[config.mk]
export PLATFORM = sky130hd
export DESIGN_NAME = tccu_top
export DESIGN_NICKNAME = d
export VERILOG_FILES = /design/src/hdl/tccu_pkg.sv /design/src/hdl/tccu_top.sv
export SDC_FILE = /design/constraint.sdc
export NUM_CORES = 1
export LEC_CHECK = 0
export BUFFER_PORTS_ARGS = -buffer_cell sky130_fd_sc_hd__buf_4
export CORE_ASPECT_RATIO = 0.7
export CORE_MARGIN = 5
export CORE_UTILIZATION = 25
export DETAILED_ROUTE_END_ITERATION = 8
export GPL_TIMING_DRIVEN = 0
export HOLD_SLACK_MARGIN = 0.1
export PLACE_DENSITY = 0.48
export SETUP_SLACK_MARGIN = 0.1
export SYNTH_ARGS = -nofsm -noshare
export SYNTH_HDL_FRONTEND = slang
export SYNTH_SLANG_ARGS = --single-unit
[constraint.sdc]
create_clock -name clk -period 11.5 [get_ports clk]
set_input_delay 2.3 -clock clk [delete_from_list [all_inputs] [get_ports clk]]
set_output_delay 2.3 -clock clk [all_outputs]
set_load 0.02 [all_outputs]
[src/hdl/tccu_pkg.sv]
// ****************************************************************
// shared constants and types of the capture/compare unit
// ****************************************************************
package tccu_pkg;

   // register offsets on the byte-wide processor port
   localparam logic [3:0] CAP1_HI_OFS = 4'h0;      // capture_value_high, channel 1
   localparam logic [3:0] CAP1_LO_OFS = 4'h1;      // capture_value_low, channel 1
   localparam logic [3:0] CAP2_HI_OFS = 4'h2;      // capture_value_high, channel 2
   localparam logic [3:0] CAP2_LO_OFS = 4'h3;      // capture_value_low, channel 2
   localparam logic [3:0] CNT_HI_OFS = 4'h4;       // counter high byte, read only
   localparam logic [3:0] CNT_LO_OFS = 4'h5;       // counter low byte, write reloads
   localparam logic [3:0] CMP1_HI_OFS = 4'h8;      // compare_value_high, channel 1
   localparam logic [3:0] CMP1_LO_OFS = 4'h9;      // compare_value_low, channel 1
   localparam logic [3:0] CMP2_HI_OFS = 4'ha;      // compare_value_high, channel 2
   localparam logic [3:0] CMP2_LO_OFS = 4'hb;      // compare_value_low, channel 2
   localparam logic [3:0] CTRL3_OFS = 4'hc;        // timer_ctrl_three
   localparam logic [3:0] CTRL1_OFS = 4'hd;        // timer_ctrl_one
   localparam logic [3:0] STATUS_OFS = 4'he;       // timer_status_reg
   localparam logic [3:0] CTRL2_OFS = 4'hf;        // timer_ctrl_two

   // status bit positions
   localparam int SR_CAP1 = 7;                     // capture_flag 1
   localparam int SR_CMP1 = 6;                     // compare_flag 1
   localparam int SR_CAP2 = 4;                     // capture_flag 2
   localparam int SR_CMP2 = 3;                     // compare_flag 2

   // reset and reload values
   localparam logic [15:0] CMP_RESET = 16'h8000;   // compare registers after reset
   localparam logic [15:0] CNT_RELOAD = 16'hfffc;  // counter reload value
   localparam logic [7:0] CTRL_RESET = 8'h00;      // all control registers
   localparam logic [2:0] DIV2_LAST = 3'h1;        // prescaler end counts
   localparam logic [2:0] DIV4_LAST = 3'h3;
   localparam logic [2:0] DIV8_LAST = 3'h7;

   // timer_ctrl_one fields
   typedef struct packed {
      logic capIrqEn;       // capture_irq_enable
      logic cmpIrqEn;       // compare_irq_enable
      logic rsvd;           // reads zero
      logic forceLvl2;      // force_level_bit 2
      logic forceLvl1;      // force_level_bit 1
      logic outLvl2;        // compare_output_level 2
      logic capEdge1;       // capture_edge_sel 1, 1 = rising
      logic outLvl1;        // compare_output_level 1
   } tccu_ctrl1_type;

   // timer_ctrl_two fields
   typedef struct packed {
      logic pinEn1;         // compare_pin_enable 1
      logic pinEn2;         // compare_pin_enable 2
      logic onePulse;       // single_pulse_select
      logic pwm;            // pwm mode select
      logic clkSelHi;       // timer_clk_sel_hi
      logic clkSelLo;       // timer_clk_sel_lo
      logic capEdge2;       // capture_edge_sel 2, 1 = rising
      logic extEdge;        // ext_count_clock_pin_edge_sel, 1 = rising
   } tccu_ctrl2_type;

   // timer_ctrl_three fields
   typedef struct packed {
      logic [3:0] rsvd;     // reads zero
      logic globalRoute;    // global_irq_route
      logic capRoute;       // capture_irq_route
      logic cmpRoute;       // compare_irq_route
      logic ovfRoute;       // overflow_irq_route
   } tccu_ctrl3_type;

   // interrupt request lines
   typedef struct packed {
      logic capture;        // capture line
      logic compare;        // compare line
      logic overflow;       // overflow line
      logic shared;         // shared line
   } tccu_irq_type;

endpackage

[src/hdl/tccu_top.sv]
// What this block does
// - both clock selects one picks external clock
// - external clock edge chosen by edge select
// - counter updates synchronised to system clock
// - capture edge copies counter into capture register
// - per-channel rising or falling capture edge
// - capture sets flag; interrupt when enabled, routed
// - status read then low byte access clears
// - high byte read freezes capture until low
// - match sets flag, interrupt, drives pin level
// - compare every tick; registers reset 8000h
// - compare pin latch low until match
// - status read then low byte clears compare
// - high byte write inhibits compare until low
// - pin disabled: no level, interrupt still
// - force bit copies level, no flag
// - one-pulse: capture 1 reloads, drives level two
// - one-pulse never sets compare flag 1
// - pwm wins over one-pulse
// - pwm: match1 level one, match2 level two, reload
// - pulse length follows compare registers
// - pwm sets no compare flags
// - three lines or one shared line
// - prescaler divides by 2, 4 or 8
`timescale 1ns/1ps
module tccu_top (
   input wire logic clk,                       // system clock, 250 MHz
   input wire logic rstn,                      // asynchronous reset, active low
   input wire logic [3:0] regAddr,             // register offset
   input wire logic [7:0] regWrData,           // write data
   input wire logic regWr,                     // write strobe
   input wire logic regRd,                     // read strobe
   output logic [7:0] regRdData,               // read data, cycle after strobe
   input wire logic extCountClockPin,          // ext_count_clock_pin
   input wire logic [1:0] captureInputPin,     // capture_input_pin 2..1
   input wire logic overflowPending,           // pending overflow request from counter core
   output logic [1:0] compareOutputPin,        // compare_output_pin latch 2..1
   output logic [1:0] compareOutputPinOe,      // compare pin driven by this block
   output tccu_pkg::tccu_irq_type irqOut       // interrupt request lines
);

   // ****************************************************************
   // reset release
   // ****************************************************************
   logic [1:0] rstSync_q;   // release shift register
   logic rstnInt;           // released reset, used everywhere below

   // reset asserts at once, releases after two edges
   always_ff @(posedge clk or negedge rstn) begin
      if (!rstn) begin
         rstSync_q <= 2'h0;
      end else begin
         rstSync_q <= {rstSync_q[0], 1'b1};
      end
   end
   assign rstnInt = rstSync_q[1];

   // ****************************************************************
   // control registers
   // ****************************************************************
   tccu_pkg::tccu_ctrl1_type ctrl1_q;   // timer_ctrl_one
   tccu_pkg::tccu_ctrl2_type ctrl2_q;   // timer_ctrl_two
   tccu_pkg::tccu_ctrl3_type ctrl3_q;   // timer_ctrl_three
   logic wrCtrl1;
   logic wrCtrl2;
   logic wrCtrl3;
   logic pwmMode;                       // pwm active
   logic opmMode;                       // one-pulse active

   assign wrCtrl1 = regWr && (regAddr == tccu_pkg::CTRL1_OFS);
   assign wrCtrl2 = regWr && (regAddr == tccu_pkg::CTRL2_OFS);
   assign wrCtrl3 = regWr && (regAddr == tccu_pkg::CTRL3_OFS);
   assign pwmMode = ctrl2_q.pwm;
   assign opmMode = ctrl2_q.onePulse && !ctrl2_q.pwm;

   // software writes; reserved bits held at zero
   always_ff @(posedge clk or negedge rstnInt) begin
      if (!rstnInt) begin
         ctrl1_q <= tccu_pkg::CTRL_RESET;
         ctrl2_q <= tccu_pkg::CTRL_RESET;
         ctrl3_q <= tccu_pkg::CTRL_RESET;
      end else begin
         if (wrCtrl1) begin
            ctrl1_q <= regWrData & 8'hdf;
         end
         if (wrCtrl2) begin
            ctrl2_q <= regWrData;
         end
         if (wrCtrl3) begin
            ctrl3_q <= regWrData & 8'h0f;
         end
      end
   end

   // ****************************************************************
   // input synchronisers
   // ****************************************************************
   logic [2:0] extSync_q;      // external clock: two sync stages plus history
   logic [2:0] capSync_q [2];  // capture pins: two sync stages plus history

   // only stage 1 and stage 2 are compared; stage 0 feeds stage 1 alone
   always_ff @(posedge clk or negedge rstnInt) begin
      if (!rstnInt) begin
         extSync_q <= 3'h0;
         capSync_q[0] <= 3'h0;
         capSync_q[1] <= 3'h0;
      end else begin
         extSync_q <= {extSync_q[1:0], extCountClockPin};
         capSync_q[0] <= {capSync_q[0][1:0], captureInputPin[0]};
         capSync_q[1] <= {capSync_q[1][1:0], captureInputPin[1]};
      end
   end

   // ****************************************************************
   // timer clock: prescaler or external edge
   // ****************************************************************
   logic [2:0] preCnt_q;   // prescaler count
   logic [2:0] preLast;    // terminal prescaler count
   logic extSel;           // external clock chosen
   logic extRise;
   logic extFall;
   logic tick;             // one timer clock step

   assign extSel = ctrl2_q.clkSelHi && ctrl2_q.clkSelLo;
   assign extRise = extSync_q[1] && !extSync_q[2];
   assign extFall = !extSync_q[1] && extSync_q[2];

   // divide selection from the two clock select bits
   always_comb begin
      unique case ({ctrl2_q.clkSelHi, ctrl2_q.clkSelLo})
         2'b00: preLast = tccu_pkg::DIV2_LAST;
         2'b01: preLast = tccu_pkg::DIV4_LAST;
         default: preLast = tccu_pkg::DIV8_LAST;
      endcase
   end

   // tick at end of prescale or on chosen external edge; the sync stages
   // cannot resolve pulses narrower than the slow-clock limit, hence
   always_comb begin
      if (extSel) begin
         tick = ctrl2_q.extEdge ? extRise : extFall;
      end else begin
         tick = (preCnt_q == preLast);
      end
   end

   // prescaler wraps at its terminal count
   always_ff @(posedge clk or negedge rstnInt) begin
      if (!rstnInt) begin
         preCnt_q <= 3'h0;
      end else if (extSel || preCnt_q >= preLast) begin
         preCnt_q <= 3'h0;
      end else begin
         preCnt_q <= preCnt_q + 3'h1;
      end
   end

   // ****************************************************************
   // edge detect and compare matches
   // ****************************************************************
   logic [15:0] count_q;        // free running counter
   logic [15:0] cmpVal_q [2];   // compare_value 1..2
   logic [1:0] cmpInhibit_q;    // high byte written, low not yet
   logic [1:0] capEdge;         // detected active capture edges
   logic [1:0] match;           // compare match this tick
   logic [1:0] edgeSel;

   assign edgeSel = {ctrl2_q.capEdge2, ctrl1_q.capEdge1};

   // per channel: edge of the chosen polarity and the compare test
   for (genvar i = 0; i < 2; i++) begin : g_chan
      assign capEdge[i] = edgeSel[i] ?
                          (capSync_q[i][1] && !capSync_q[i][2]) :
                          (!capSync_q[i][1] && capSync_q[i][2]);
      assign match[i] = tick && !cmpInhibit_q[i] && (count_q == cmpVal_q[i]);
   end

   // ****************************************************************
   // counter with reloads
   // ****************************************************************
   // reload on low-byte write, on one-pulse trigger, on pwm period end
   always_ff @(posedge clk or negedge rstnInt) begin
      if (!rstnInt) begin
         count_q <= tccu_pkg::CNT_RELOAD;
      end else if (regWr && regAddr == tccu_pkg::CNT_LO_OFS) begin
         count_q <= tccu_pkg::CNT_RELOAD;
      end else if (opmMode && capEdge[0]) begin
         count_q <= tccu_pkg::CNT_RELOAD;
      end else if (pwmMode && match[1]) begin
         count_q <= tccu_pkg::CNT_RELOAD;
      end else if (tick) begin
         count_q <= count_q + 16'h0001;
      end
   end

   // ****************************************************************
   // capture registers
   // ****************************************************************
   logic [15:0] capVal_q [2];   // capture_value 1..2
   logic [1:0] capHold_q;       // high byte read, low not yet

   // latest capture wins unless the pair is half read
   always_ff @(posedge clk or negedge rstnInt) begin
      if (!rstnInt) begin
         capVal_q[0] <= 16'h0000;
         capVal_q[1] <= 16'h0000;
         capHold_q <= 2'h0;
      end else begin
         for (int i = 0; i < 2; i++) begin
            if (capEdge[i] && !capHold_q[i]) begin
               capVal_q[i] <= count_q;
            end
         end
         if (regRd && regAddr == tccu_pkg::CAP1_HI_OFS) begin
            capHold_q[0] <= 1'b1;
         end else if (regRd && regAddr == tccu_pkg::CAP1_LO_OFS) begin
            capHold_q[0] <= 1'b0;
         end
         if (regRd && regAddr == tccu_pkg::CAP2_HI_OFS) begin
            capHold_q[1] <= 1'b1;
         end else if (regRd && regAddr == tccu_pkg::CAP2_LO_OFS) begin
            capHold_q[1] <= 1'b0;
         end
      end
   end

   // ****************************************************************
   // compare registers
   // ****************************************************************
   // hardware never alters these; high write inhibits until low write
   always_ff @(posedge clk or negedge rstnInt) begin
      if (!rstnInt) begin
         cmpVal_q[0] <= tccu_pkg::CMP_RESET;
         cmpVal_q[1] <= tccu_pkg::CMP_RESET;
         cmpInhibit_q <= 2'h0;
      end else if (regWr) begin
         unique case (regAddr)
            tccu_pkg::CMP1_HI_OFS: begin
               cmpVal_q[0][15:8] <= regWrData;
               cmpInhibit_q[0] <= 1'b1;
            end
            tccu_pkg::CMP1_LO_OFS: begin
               cmpVal_q[0][7:0] <= regWrData;
               cmpInhibit_q[0] <= 1'b0;
            end
            tccu_pkg::CMP2_HI_OFS: begin
               cmpVal_q[1][15:8] <= regWrData;
               cmpInhibit_q[1] <= 1'b1;
            end
            tccu_pkg::CMP2_LO_OFS: begin
               cmpVal_q[1][7:0] <= regWrData;
               cmpInhibit_q[1] <= 1'b0;
            end
            default: begin
               // other registers handled elsewhere
            end
         endcase
      end
   end

   // ****************************************************************
   // status flags with two-step clear
   // ****************************************************************
   logic [1:0] capFlag_q;      // capture_flag 1..2
   logic [1:0] cmpFlag_q;      // compare_flag 1..2
   logic [1:0] capArm_q;       // status seen with capture flag set
   logic [1:0] cmpArm_q;       // status seen with compare flag set
   logic [1:0] capFlagSet;
   logic [1:0] cmpFlagSet;
   logic [1:0] capLoAcc;       // access to capture low byte
   logic [1:0] cmpLoAcc;       // access to compare low byte
   logic srRead;
   logic anyAcc;

   assign anyAcc = regRd || regWr;
   assign srRead = regRd && (regAddr == tccu_pkg::STATUS_OFS);
   assign capLoAcc = {anyAcc && regAddr == tccu_pkg::CAP2_LO_OFS,
                      anyAcc && regAddr == tccu_pkg::CAP1_LO_OFS};
   assign cmpLoAcc = {anyAcc && regAddr == tccu_pkg::CMP2_LO_OFS,
                      anyAcc && regAddr == tccu_pkg::CMP1_LO_OFS};
   assign capFlagSet = capEdge;
   // forced level never sets a flag; pwm sets neither, one-pulse not flag 1
   assign cmpFlagSet = {match[1] && !pwmMode,
                        match[0] && !pwmMode && !opmMode};

   // a set in the clear cycle wins over the clear
   always_ff @(posedge clk or negedge rstnInt) begin
      if (!rstnInt) begin
         capFlag_q <= 2'h0;
         cmpFlag_q <= 2'h0;
         capArm_q <= 2'h0;
         cmpArm_q <= 2'h0;
      end else begin
         for (int i = 0; i < 2; i++) begin
            if (capFlagSet[i]) begin
               capFlag_q[i] <= 1'b1;
            end else if (capArm_q[i] && capLoAcc[i]) begin
               capFlag_q[i] <= 1'b0;
            end
            if (srRead && capFlag_q[i]) begin
               capArm_q[i] <= 1'b1;
            end else if (capLoAcc[i]) begin
               capArm_q[i] <= 1'b0;
            end
            if (cmpFlagSet[i]) begin
               cmpFlag_q[i] <= 1'b1;
            end else if (cmpArm_q[i] && cmpLoAcc[i]) begin
               cmpFlag_q[i] <= 1'b0;
            end
            if (srRead && cmpFlag_q[i]) begin
               cmpArm_q[i] <= 1'b1;
            end else if (cmpLoAcc[i]) begin
               cmpArm_q[i] <= 1'b0;
            end
         end
      end
   end

   // ****************************************************************
   // compare pin latches
   // ****************************************************************
   logic [1:0] pinEn;
   logic [1:0] outLvl;
   logic [1:0] forceLvl;

   assign pinEn = {ctrl2_q.pinEn2, ctrl2_q.pinEn1};
   assign outLvl = {ctrl1_q.outLvl2, ctrl1_q.outLvl1};
   assign forceLvl = {ctrl1_q.forceLvl2, ctrl1_q.forceLvl1};

   // latch low in reset; a disabled pin stays general i/o and keeps its latch
   always_ff @(posedge clk or negedge rstnInt) begin
      if (!rstnInt) begin
         compareOutputPin <= 2'h0;
         compareOutputPinOe <= 2'h0;
      end else begin
         compareOutputPinOe <= pinEn;
         // pin 1: forced level, then mode-specific sources
         if (!pinEn[0]) begin
            compareOutputPin[0] <= compareOutputPin[0];
         end else if (forceLvl[0]) begin
            compareOutputPin[0] <= outLvl[0];
         end else if (pwmMode && match[1]) begin
            compareOutputPin[0] <= outLvl[1];
         end else if (pwmMode && match[0]) begin
            compareOutputPin[0] <= outLvl[0];
         end else if (opmMode && capEdge[0]) begin
            compareOutputPin[0] <= outLvl[1];
         end else if (match[0]) begin
            compareOutputPin[0] <= outLvl[0];
         end
         // pin 2: forced level, then ordinary compare; no match source in pwm mode
         if (!pinEn[1]) begin
            compareOutputPin[1] <= compareOutputPin[1];
         end else if (forceLvl[1]) begin
            compareOutputPin[1] <= outLvl[1];
         end else if (match[1] && !pwmMode) begin
            compareOutputPin[1] <= outLvl[1];
         end
      end
   end

   // ****************************************************************
   // interrupt routing
   // ****************************************************************
   logic capReq;
   logic cmpReq;

   // requests stay pending in the flags until enable and route agree
   assign capReq = |capFlag_q && ctrl1_q.capIrqEn;
   assign cmpReq = |cmpFlag_q && ctrl1_q.cmpIrqEn;

   always_ff @(posedge clk or negedge rstnInt) begin
      if (!rstnInt) begin
         irqOut <= 4'h0;
      end else if (ctrl3_q.globalRoute) begin
         irqOut.capture <= 1'b0;
         irqOut.compare <= 1'b0;
         irqOut.overflow <= 1'b0;
         irqOut.shared <= capReq || cmpReq || overflowPending;
      end else begin
         irqOut.capture <= capReq && ctrl3_q.capRoute;
         irqOut.compare <= cmpReq && ctrl3_q.cmpRoute;
         irqOut.overflow <= overflowPending && ctrl3_q.ovfRoute;
         irqOut.shared <= 1'b0;
      end
   end

   // ****************************************************************
   // read port
   // ****************************************************************
   logic [7:0] rdMux;

   // unmapped offsets read zero
   always_comb begin
      unique case (regAddr)
         tccu_pkg::CAP1_HI_OFS: rdMux = capVal_q[0][15:8];
         tccu_pkg::CAP1_LO_OFS: rdMux = capVal_q[0][7:0];
         tccu_pkg::CAP2_HI_OFS: rdMux = capVal_q[1][15:8];
         tccu_pkg::CAP2_LO_OFS: rdMux = capVal_q[1][7:0];
         tccu_pkg::CNT_HI_OFS: rdMux = count_q[15:8];
         tccu_pkg::CNT_LO_OFS: rdMux = count_q[7:0];
         tccu_pkg::CMP1_HI_OFS: rdMux = cmpVal_q[0][15:8];
         tccu_pkg::CMP1_LO_OFS: rdMux = cmpVal_q[0][7:0];
         tccu_pkg::CMP2_HI_OFS: rdMux = cmpVal_q[1][15:8];
         tccu_pkg::CMP2_LO_OFS: rdMux = cmpVal_q[1][7:0];
         tccu_pkg::CTRL1_OFS: rdMux = ctrl1_q;
         tccu_pkg::CTRL2_OFS: rdMux = ctrl2_q;
         tccu_pkg::CTRL3_OFS: rdMux = ctrl3_q;
         tccu_pkg::STATUS_OFS: rdMux = {capFlag_q[0], cmpFlag_q[0], 1'b0,
                                        capFlag_q[1], cmpFlag_q[1], 3'h0};
         default: rdMux = 8'h00;
      endcase
   end

   // data valid only the cycle after the strobe, zero otherwise
   always_ff @(posedge clk or negedge rstnInt) begin
      if (!rstnInt) begin
         regRdData <= 8'h00;
      end else if (regRd) begin
         regRdData <= rdMux;
      end else begin
         regRdData <= 8'h00;
      end
   end

endmodule // tccu_top

Yosys cells after proc, flatten, opt, wreduce, memory -nomap -nowiden
Index checks and enable logic that the tools add are counted.

storage, ports and cells
  bits in registers = 141
  word-level logic and storage cells = 202
  output and inout bits = 16

cells by class
  multiplexer cells = 42
  eq/ne operators = 17
  magnitude comparators = 1
  reductions and logical operators = 89
  $add $sub $neg = 2

operators by type and width
  kind                     number
  $pmux W8 S14             1
  $mux W16                 4
  $logic_and A1 B1 Y1      46
  $eq A16 B16 Y1           2
  $eq A4 B4 Y1 const B     8
  $mux W1                  31
  $reduce_bool A2 Y1       13
  $add A16 B1 Y16 const B  1
  $reduce_and A2 Y1        8
  $logic_not A1 Y1         12
  $eq A4 B2 Y1 const B     2
  $eq A4 B3 Y1 const B     2
  $mux W8                  1
  $pmux W3 S2              1
  $reduce_bool A5 Y1       1
  $eq A4 B1 Y1 const B     1
  $logic_not A4 Y1         1
  $logic_or A1 B1 Y1       4
  $mux W4                  1
  $pmux W1 S2              2
  $reduce_bool A4 Y1       1
  $reduce_or A2 Y1         2
  $add A3 B1 Y3 const B    1
  $eq A3 B3 Y1             1
  4 further kinds          4

Logic depth before layout (Yosys ltp)
Gate-level depths: netlist of run 1.

  depth in word-level cells = 11
  gate-level depth with buffers = 8
  gate-level depth less buffers = 7

Worst setup path before layout of run 1
OpenSTA, ideal clock, no wires.

  path type = input port to flip-flop
  from = in regAddr[2]
  to = reg ctrl3_q[0] (netlist name)
  stages on the path = 5
  setup time = 0.125 ns
  arrival = 3.467 ns
  buffers on the path = 1
  path slack = 7.909 ns
  path through = buf_2 > and2_1 > nand2_1 > nor3_1 > mux2_2

on the way
  word-level cells in the longest chain between the ends = 2

RTL lines
  item                  RTL line        source
  start, declared       tccu_top.sv:29  input wire logic [3:0] regAddr,
  $eq A4 B4 Y1          tccu_top.sv:72  assign wrCtrl3 = regWr && (regAddr == tccu_pkg::CTRL3_OFS);
  $logic_and A1 B1 Y1   tccu_top.sv:72
  end signal, assigned  tccu_top.sv:81  ctrl3_q <= tccu_pkg::CTRL_RESET;
  end signal, assigned  tccu_top.sv:90  ctrl3_q <= regWrData & 8'h0f;
  end, declared         tccu_top.sv:63  tccu_pkg::tccu_ctrl3_type ctrl3_q;

Every way passes these cells.
A chain may end at the register's enable or synchronous reset.

Worst setup path in the final report of run 1
  from = in regAddr[3]
  to = reg regRdData[2]

on the way
  word-level cells in the longest chain between the ends = 3

RTL lines
  item                                  RTL line         source
  $eq A4 B4 Y1 (tied with other cells)  tccu_top.sv:395  unique case (regAddr)
  $pmux W8 S14 (*)                      tccu_top.sv:395
  $mux W8 (*)                           tccu_top.sv:419  end else if (regRd) begin
  end signal, assigned                  tccu_top.sv:420  regRdData <= rdMux;
  end, declared                         tccu_top.sv:33   output logic [7:0] regRdData,

Mark *: on every way between the ends. The rest lies on a longest branch, timed or not.

==> reports/metrics.yaml, run 1 <==
row_count: 50
via_count_of_the_first_global_routing_pass: 4857
vias_per_cell: 4.85
worstMarginPinSlew_ps: 1120
hpwl_um: 16100
synth-adder-area-share: 0.00730
setup_tns_ps: 0
critPathRequiredTime_ps: 11790
r2r_slack_ps: 8940
finalInstanceArea_um2: 8240
distinct_cell_type_count_after_synthesis: 64
synth_area_um2: 6860
largest_net_degree_at_the_start_of_global_routing: 57
crit-reg2reg-launch: "count_q[13]"
regToRegEndpoint: "compareOutputPin[1]"
cp_num_buf_inv: 1
insertedDiodeCount: 0
timing.critical_path.slowest_stage_cell: "nor3_1"
synthesis_to_layout_area_growth_pct: 20.1
final_number_of_setup_violating_endpoints: 0
start_kind: "primary input"
core_area_um2: 26900
share_of_yosys_cell_area_claimed_by_the_top_area_cell_type: 0.456
synth-compound-area-share: 0.104
sequential_cell_area_um2: 3550
ctsRootBufferMaster: "clkbuf_16"
number_of_warning_messages_in_the_yosys_log: 0
post_route_cells_drive_above_1_share: 0.315
skew_ps: 8.52
tritoncts: "built"
synth-seq-area-share: 0.517
peakVddDrop_mv: 0.103
critPathCaptureType: "flop"
min_path_type: "reg -> async"
power_density_nw_per_um2: 227
slew_headroom: 0.251
synth_xor_area_frac: 0.0613
grt_most_used_layer: "met1"
finalWeightedCongestion: 0.934
synth_fp_nets: 617
synth_simple_gate_area_frac: 0.123
timing.critical_path.arrival_ps: 4470
hold_ws_ps: 343
cap_violations: 0
grt.overflow.total: 0
detailroute.via_count: 4971
final-hold-violation-count: 0
cts_setup_buffers: 0
synth_top_family_by_area: "multiplexers"
synth_edf_count: 0
kind_of_cell_adding_the_most_delay_to_the_critical_path: "simple AND/OR/NAND/NOR gates"
fillerInstances: 2813
chipWidth_um: 208
unrepaired_setup_endpoints_after_global_routing: "no"
r2r.worst_path.cells: 7
postLayoutSetupSlackWorst_ps: 7320
grt_first_pass_wirelength_um: 33000
cts.path.max_buffers: 2
crit_fanout: 8
report.power.total_mw: 1.87
synth.mux.area_fraction: 0.159
worst_setup_hold_path_clk_slew_ps: 60
floorplan.die_area_um2: 30900
dr.first_iter.drc_count: 451
route.detailed.wl_per_inst_um: 21.5
dieHeight_um: 149
grt.met3_usage: 0.0491
async_flop_share: 1.00
ys_seq_elements: 141
met2_resource_use_gr: 0.182
use_met1: 0.232
synth_cells: 593
antenna_left: 0
share_of_the_clock_period_used_by_the_worst_path: 0.363
track_usage: 0.144
preCtsSetupSlack_ps: 7150
drt_wl_total_um: 22000
final_max_slew_viol_count: 0
nNetsFinal: 672
fmax_mhz: 240
h-tree-depth: 4
series_of_cell_instances_along_the_critical_path: "buf_4 > or2_2 > nor3_1 > a222oi_1 > a31oi_1"
clock_sink_count: 141
run_status: "completed"
synthTopCellsByArea: "dfrtp_1 (46%), mux2_2 (15%), dfstp_2 (6.1%)"
timing_worst_setup_path_type: "in -> reg"
finalCriticalPeriod_ps: 4180
place_area_um2: 7620
drt_pass1_iterations: 5
synth_top_area_cell: "dfrtp_1"
multiInputGateArea_um2: 3120
leakagePower_nw: 3.31
port_buffers: 34
post_cts.resized_instances: 0
yosys_most_used_dff: "dfrtp_1"
hold_buffers: 0
io_pins: 36
crit_path_max_incr_delay_ps: 860
post_synth_most_frequent_cells: "dfrtp_1 (125), mux2_2 (89), nand2_1 (67)"
number_of_antenna_violations_at_the_first_check_in_global_routing: 0
synthesis.area_per_instance_um2: 11.6
cts_buffers: 17
clk_lat_worst_skew_ps: 440
drcViolationCount: 0
initial_core_util: 0.255
post-synth-top-count-cell: "dfrtp_1"
## worst reg2reg max path: cells and delay by family (launching register included)
family	cells	cell delay, ps
xor+xnor	1	140
compound gates	1	110
buf+inv	1	420
simple gates	3	970
mux	1	300
flops	1	510
## layer usage
layer  routed length [um]  part of all wire
met1                11700              0.53
met2                 8350              0.38
met5                    0                 0
met3                 1840             0.084
met4                  138            0.0063
## where the power goes
group	internal [mW]	switching, mW	leakage (nW)
registers	0.645	0.129	1.62
logic	0.235	0.279	1.39
clock network	0.353	0.231	0.292
total	1.23	0.640	3.31
## per-stage QoR
stage | util | std cells
final | 0.306 | 1025
after global routing | 0.306 | 1025
after CTS | 0.306 | 1025
after detailed placement | 0.283 | 993
after global placement | 0.281 | 991
after floorplan | - | 593
## cell type report
type,instances,area share
sequential,141,0.431
multi-input combinational,410,0.379
tap,364,0.0553
clock buffer,19,0.0550
timing repair buffer,36,0.0368
clock inverter,13,0.0200
buffer,35,0.0199
inverter,7,0.00319
## flip-flops by register name, indices dropped and copies added (netlist names), 3 cells and up
register,count
preCnt_q,3
extSync_q,3
irqOut,4
ctrl1_q,7
capVal_q,32
regRdData,8
cmpVal_q,32
capSync_q,6
ctrl3_q,4
count_q,16
ctrl2_q,7
## worst max path at each step
stage / cells after the start / from / slack (ps) / to
finish: 5 / regAddr[3] / 7320 / regRdData[2]
global route: 7 / regAddr[3] / 7430 / regRdData[5]
CTS: 5 / regAddr[3] / 7600 / regRdData[2]
detailed placement: 5 / regAddr[3] / 7150 / regRdData[2]
global placement: 0 / rstSync_q[1] / 5330 / compareOutputPinOe[0]
floorplan: 0 / rstSync_q[1] / 7310 / capArm_q[0]
## cell families after synthesis
family	Yosys count
AO/OA/AOI/OAI	91
XOR/XNOR	48
adder cells (fa/ha/maj)	4
buffers and inverters	42
flip-flops	141
multiplexers	97
other	1
AND/OR/NAND/NOR	169
## placed cells by master (no fill, tap or decap), types with 12 or more instances in the layout
cell	n
xor2_1	25
clkbuf_16	17
mux2_2	89
xnor2_1	23
buf_2	16
nand3_1	12
dfrtp_1	124
nor2_1	32
a22oi_1	12
nand2_1	67
clkbuf_1	15
o21ai_0	14
nor2b_1	12
buf_4	35
dfstp_2	16
a22o_1	14
No activity file was read; power rests on OpenSTA's default activity.
==> run 2, diff against run 1 <==
- clock period: 11.5 -> 4.11 ns (I/O delays scaled with it)
==> run 2 against run 1 <==
  * Hold slack worse by 180 ps
  * Final cell count did not move
  * Sequential power rose to 2.8 times the previous value
  * Worst setup slack got worse by 5900 ps
  * Final area increased by 0.17%
  * First-iteration DRC count shrank 0.67%
  * Global-route usage barely moved
  * Clock power rose to 2.8 times the previous value
  * Clock skew up 2.2 ps
  * Die area is the same
  * Critical endpoint is now regRdData[5]
==> reports/metrics.yaml, run 2 (synthesis results as in run 1) <==
port_buffers: 34
initial_core_util: 0.255
skew_ps: 10.7
number_of_antenna_violations_at_the_first_check_in_global_routing: 1
io_pins: 36
clock_sink_count: 141
grt_most_used_layer: "met1"
setup_tns_ps: 0
final_max_slew_viol_count: 0
met2_resource_use_gr: 0.179
power_frac_seq: 0.411
finalCriticalPeriod_ps: 2680
final_core_utilization: 0.307
grt.met3_usage: 0.0451
drt_pass1_iterations: 6
hpwl_um: 16100
timing_worst_setup_path_type: "in -> reg"
leakagePower_nw: 3.32
post_cts.resized_instances: 0
place_area_um2: 7630
unrepaired_setup_endpoints_after_global_routing: "no"
synthesis_to_layout_area_growth_pct: 20.3
start_kind: "primary input"
track_usage: 0.144
route.detailed.wl_per_inst_um: 21.3
drt_wl_total_um: 21800
tritoncts: "built"
chipWidth_um: 208
post_route_cells_drive_above_1_share: 0.315
antenna_left: 0
dieHeight_um: 149
insertedDiodeCount: 0
core_area_um2: 26900
crit_fanout: 8
row_count: 50
ctsRootBufferMaster: "clkbuf_16"
fmax_mhz: 373
swShare: 0.339
via_count_of_the_first_global_routing_pass: 4857
hold_buffers: 0
grt.overflow.total: 0
dr.first_iter.drc_count: 448
cap_violations: 0
leading_registers_by_flop_count: "capVal_q (32), cmpVal_q (32), count_q (16)"
drcViolationCount: 0
critPathCaptureType: "flop"
final-hold-violation-count: 0
detailroute.via_count: 5003
peakVddDrop_mv: 0.329
cts.path.max_buffers: 2
int_power_mw: 3.47
cts_buffers: 17
critPathRequiredTime_ps: 4450
layout_commonest_cell: "dfrtp_1"
worst_setup_hold_path_clk_slew_ps: 60
slew_headroom: 0.246
r2r.worst_path.cells: 7
power_frac_comb: 0.277
grt_first_pass_wirelength_um: 32700
worstMarginPinSlew_ps: 1120
finalWeightedCongestion: 0.906
finalInstanceArea_um2: 8250
power_density_nw_per_um2: 636
hold_ws_ps: 165
switching_power_mw: 1.78
h-tree-depth: 4
clock_power_share: 0.312
final_number_of_setup_violating_endpoints: 0
timing.critical_path.arrival_ps: 3020
run_status: "completed"
share_of_the_clock_period_used_by_the_worst_path: 0.652
vias_per_cell: 4.88
use_met1: 0.235
clk_lat_worst_skew_ps: 430
floorplan.die_area_um2: 30900
nNetsFinal: 672
largest_net_degree_at_the_start_of_global_routing: 68
min_path_type: "in -> async"
cts_setup_buffers: 0
layout_common_cells: "dfrtp_1 (124), mux2_2 (89), nand2_1 (67)"
[run 2: layout make-up]
class                           instances  area [um^2]
Tap cell                              364          455
Buffer                                 35          164
Multi-Input combinational cell        410         3120
Timing Repair Buffer                   36          310
Fill cell                            2820        18600
Clock inverter                         12          158
Sequential cell                       141         3550
Clock buffer                           20          467
Inverter                                7         26.3
[run 2: final timing paths]
kind	start	to	slack [ps]
max	regAddr[3]	regRdData[5]	1430
min	rstn	rstSync_q[1]	160
max reg2reg	count_q[8]	compareOutputPin[1]	1560
min reg2reg	rstSync_q[1]	ctrl2_q[0]	220
max in group asynchronous	rstSync_q[1]	count_q[3]	2900
min in group clk	capSync_q[0]	capSync_q[1]	350
[run 2: critical path, stage by stage]
cell,delay [ps]
buf_4,130
or2_2,340
nor3_1,870
a222oi_1,410
o21ai_0,180
a221oi_1,70
nor2_1,190
[run 2: power groups by stage]
stage	combinational (mW)	clock, mW	sequential, mW
global route	1.58	1.74	2.19
global placement	1.40	0	2.19
CTS	1.45	1.68	2.15
floorplan	1.01	0	2.06
finish	1.46	1.64	2.16
detailed placement	1.44	0	2.17
[run 2: routing by layer]
layer | vias to the layer above | share of wire
li1 | 2223 | -
met1 | 2570 | 0.54
met3 | 22 | 0.078
met5 | - | 0.0026
met2 | 186 | 0.37
met4 | 2 | 0.0091
[run 2: metrics by stage]
step / setup WS [ps] / total power, mW / cells
after global routing: 1400 / 5.51 / 1025
after detailed placement: 1140 / 3.61 / 993
after global placement: 735 / 3.59 / 991
after floorplan: 1780 / 3.07 / 593
after CTS: 1590 / 5.28 / 1025
final: 1430 / 5.25 / 1025
==> run 3, diff against run 2 <==
- PLACE_DENSITY: 0.48 -> 0.5
- clock period: 4.11 -> 2.4 ns (I/O delays scaled with it)
==> run 3 against run 2 <==
  * Sequential cell count unchanged
  * Sequential share of layout area up 0.074 points
  * Power up 67%
  * Register-to-register slack worse by 1400 ps
  * Final area down 0.14%
  * Critical path depth up 1
  * Largest power group unchanged
  * Highest routed layer is now met4
  * Clock skew up 4.2 ps
==> reports/metrics.yaml, run 3 (synthesis results as in run 1) <==
cts.path.max_buffers: 2
row_count: 50
clock_sink_count: 141
io_pins: 36
critPathCaptureType: "flop"
core_area_um2: 26900
crit_path_max_incr_delay_ps: 520
postLayoutSetupSlackWorst_ps: 121
grt.overflow.total: 0
via_count_of_the_first_global_routing_pass: 4790
leading_registers_by_flop_count: "capVal_q (32), cmpVal_q (32), count_q (16)"
layout.cells.non_filler: 1023
insertedDiodeCount: 0
chipWidth_um: 208
dieHeight_um: 149
tritoncts: "built"
peakVddDrop_mv: 0.622
place_area_um2: 7630
final-hold-violation-count: 0
layout_commonest_cell: "dfrtp_1"
initial_core_util: 0.255
drt_pass1_iterations: 6
nNetsFinal: 670
drcViolationCount: 0
share_of_the_clock_period_used_by_the_worst_path: 0.950
fmax_mhz: 439
critPathRequiredTime_ps: 2770
preCtsSetupSlack_ps: -233
dr.first_iter.drc_count: 585
run_status: "completed"
switching_power_mw: 3.09
timing.critical_path.slowest_stage_cell: "dfstp_2"
skew_ps: 14.9
min_path_type: "in -> reg"
synthesis_to_layout_area_growth_pct: 20.2
sequential_cell_area_um2: 3550
floorplan.die_area_um2: 30900
layout_common_cells: "dfrtp_1 (123), mux2_2 (89), nand2_1 (67)"
hpwl_um: 16100
finalWeightedCongestion: 0.907
finalCriticalPeriod_ps: 2280
drt_wl_total_um: 22100
port_buffers: 34
worst_setup_hold_path_clk_slew_ps: 70
clock_power_share: 0.292
route.detailed.wl_per_inst_um: 21.6
power_density_nw_per_um2: 1060
timing_worst_setup_path_type: "reg -> reg"
largest_net_degree_at_the_start_of_global_routing: 61
grt_first_pass_wirelength_um: 32700
track_usage: 0.143
slew_headroom: 0.502
start_kind: "flop"
final_max_slew_viol_count: 0
cts_buffers: 17
fillerInstances: 2797
swShare: 0.353
clk_lat_worst_skew_ps: 430
h-tree-depth: 4
vias_per_cell: 4.96
worstMarginPinSlew_ps: 747
int_power_mw: 5.66
unrepaired_setup_endpoints_after_global_routing: "yes"
series_of_cell_instances_along_the_critical_path: "buf_4 > xor2_1 > nor4_4 > o211ai_4 > o31ai_4 > a21oi_4 > clkbuf_4 > nand2_1"
number_of_antenna_violations_at_the_first_check_in_global_routing: 0
leakagePower_nw: 3.32
final_number_of_setup_violating_endpoints: 0
cap_violations: 0
power_frac_seq: 0.442
power_frac_comb: 0.266
timing.critical_path.arrival_ps: 2650
ctsRootBufferMaster: "clkbuf_16"
crit_fanout: 10
numPlacedInstances: 993
detailroute.via_count: 5073
multiInputGateArea_um2: 3140
post_route_cells_drive_above_1_share: 0.329
antenna_left: 0
finalInstanceArea_um2: 8240
[run 3: worst paths after layout]
path                                    start            to  slack (ps)  cells after the start
max                                count_q[9]    count_q[7]         120                      8
min                        captureInputPin[0]  capSync_q[3]         160                      1
max reg2reg                        count_q[9]    count_q[7]         120                      8
min reg2reg                      rstSync_q[1]  capVal_q[30]         310                      0
max in group asynchronous        rstSync_q[1]  cmpVal_q[15]        1360                      1
min in group asynchronous        rstSync_q[1]  capVal_q[30]         310                      0
[run 3: repair_timing]
action                                  in CTS  in global routing
endpoints found under the hold margin        2                  0
gates resized for setup                      3                  7
endpoints found under the setup margin      28                 25
pin swaps                                    1                  4
cloned                                       0                  0
buffers inserted                             1                  3
hold buffers                                 1                  0
[run 3: critical path, delay by kind of cell (launching register included)]
family	cells	cell delay, ps
AOI/OAI and AO/OA	3	660
DFF	1	520
buffers and inverters	2	450
and+or+nand+nor	2	420
xor gates and xnor gates	1	150
[run 3: per-layer routing]
layer / part of all wire / vias up / wire (um) / GRT usage
met5: 0 / - / 0 / 0
met4: 0.012 / 0 / 267 / 0.0341
met3: 0.081 / 23 / 1780 / 0.0358
met2: 0.38 / 204 / 8410 / 0.181
met1: 0.53 / 2613 / 11700 / 0.235
li1: - / 2233 / - / -
[run 3: area by class of cell]
class                           instances  share of cell area
Inverter                                7             0.00319
Timing Repair Buffer                   41              0.0425
Clock buffer                           17              0.0516
Clock inverter                         15              0.0170
Buffer                                 28              0.0178
Multi-Input combinational cell        410               0.382
Tap cell                              364              0.0553
Sequential cell                       141               0.431
[run 3: per-stage QoR]
stage          power (mW)  setup TNS, ps  utilization  hold WS, ps
6_report             8.76              0        0.306          158
5_1_grt              9.19              0        0.306          145
4_1_cts              8.76              0        0.305          137
3_5_place_dp         6.17          -3930        0.284          264
3_3_place_gp         6.13          -3480        0.282          264
2_1_floorplan        5.25              0            -          184
[run 3: power by group through the flow]
stage	sequential, mW	clock [mW]	combinational [mW]
2_1_floorplan	3.53	0	1.73
3_3_place_gp	3.74	0	2.39
3_5_place_dp	3.71	0	2.46
4_1_cts	3.84	2.63	2.30
5_1_grt	3.94	2.72	2.54
6_report	3.87	2.56	2.33
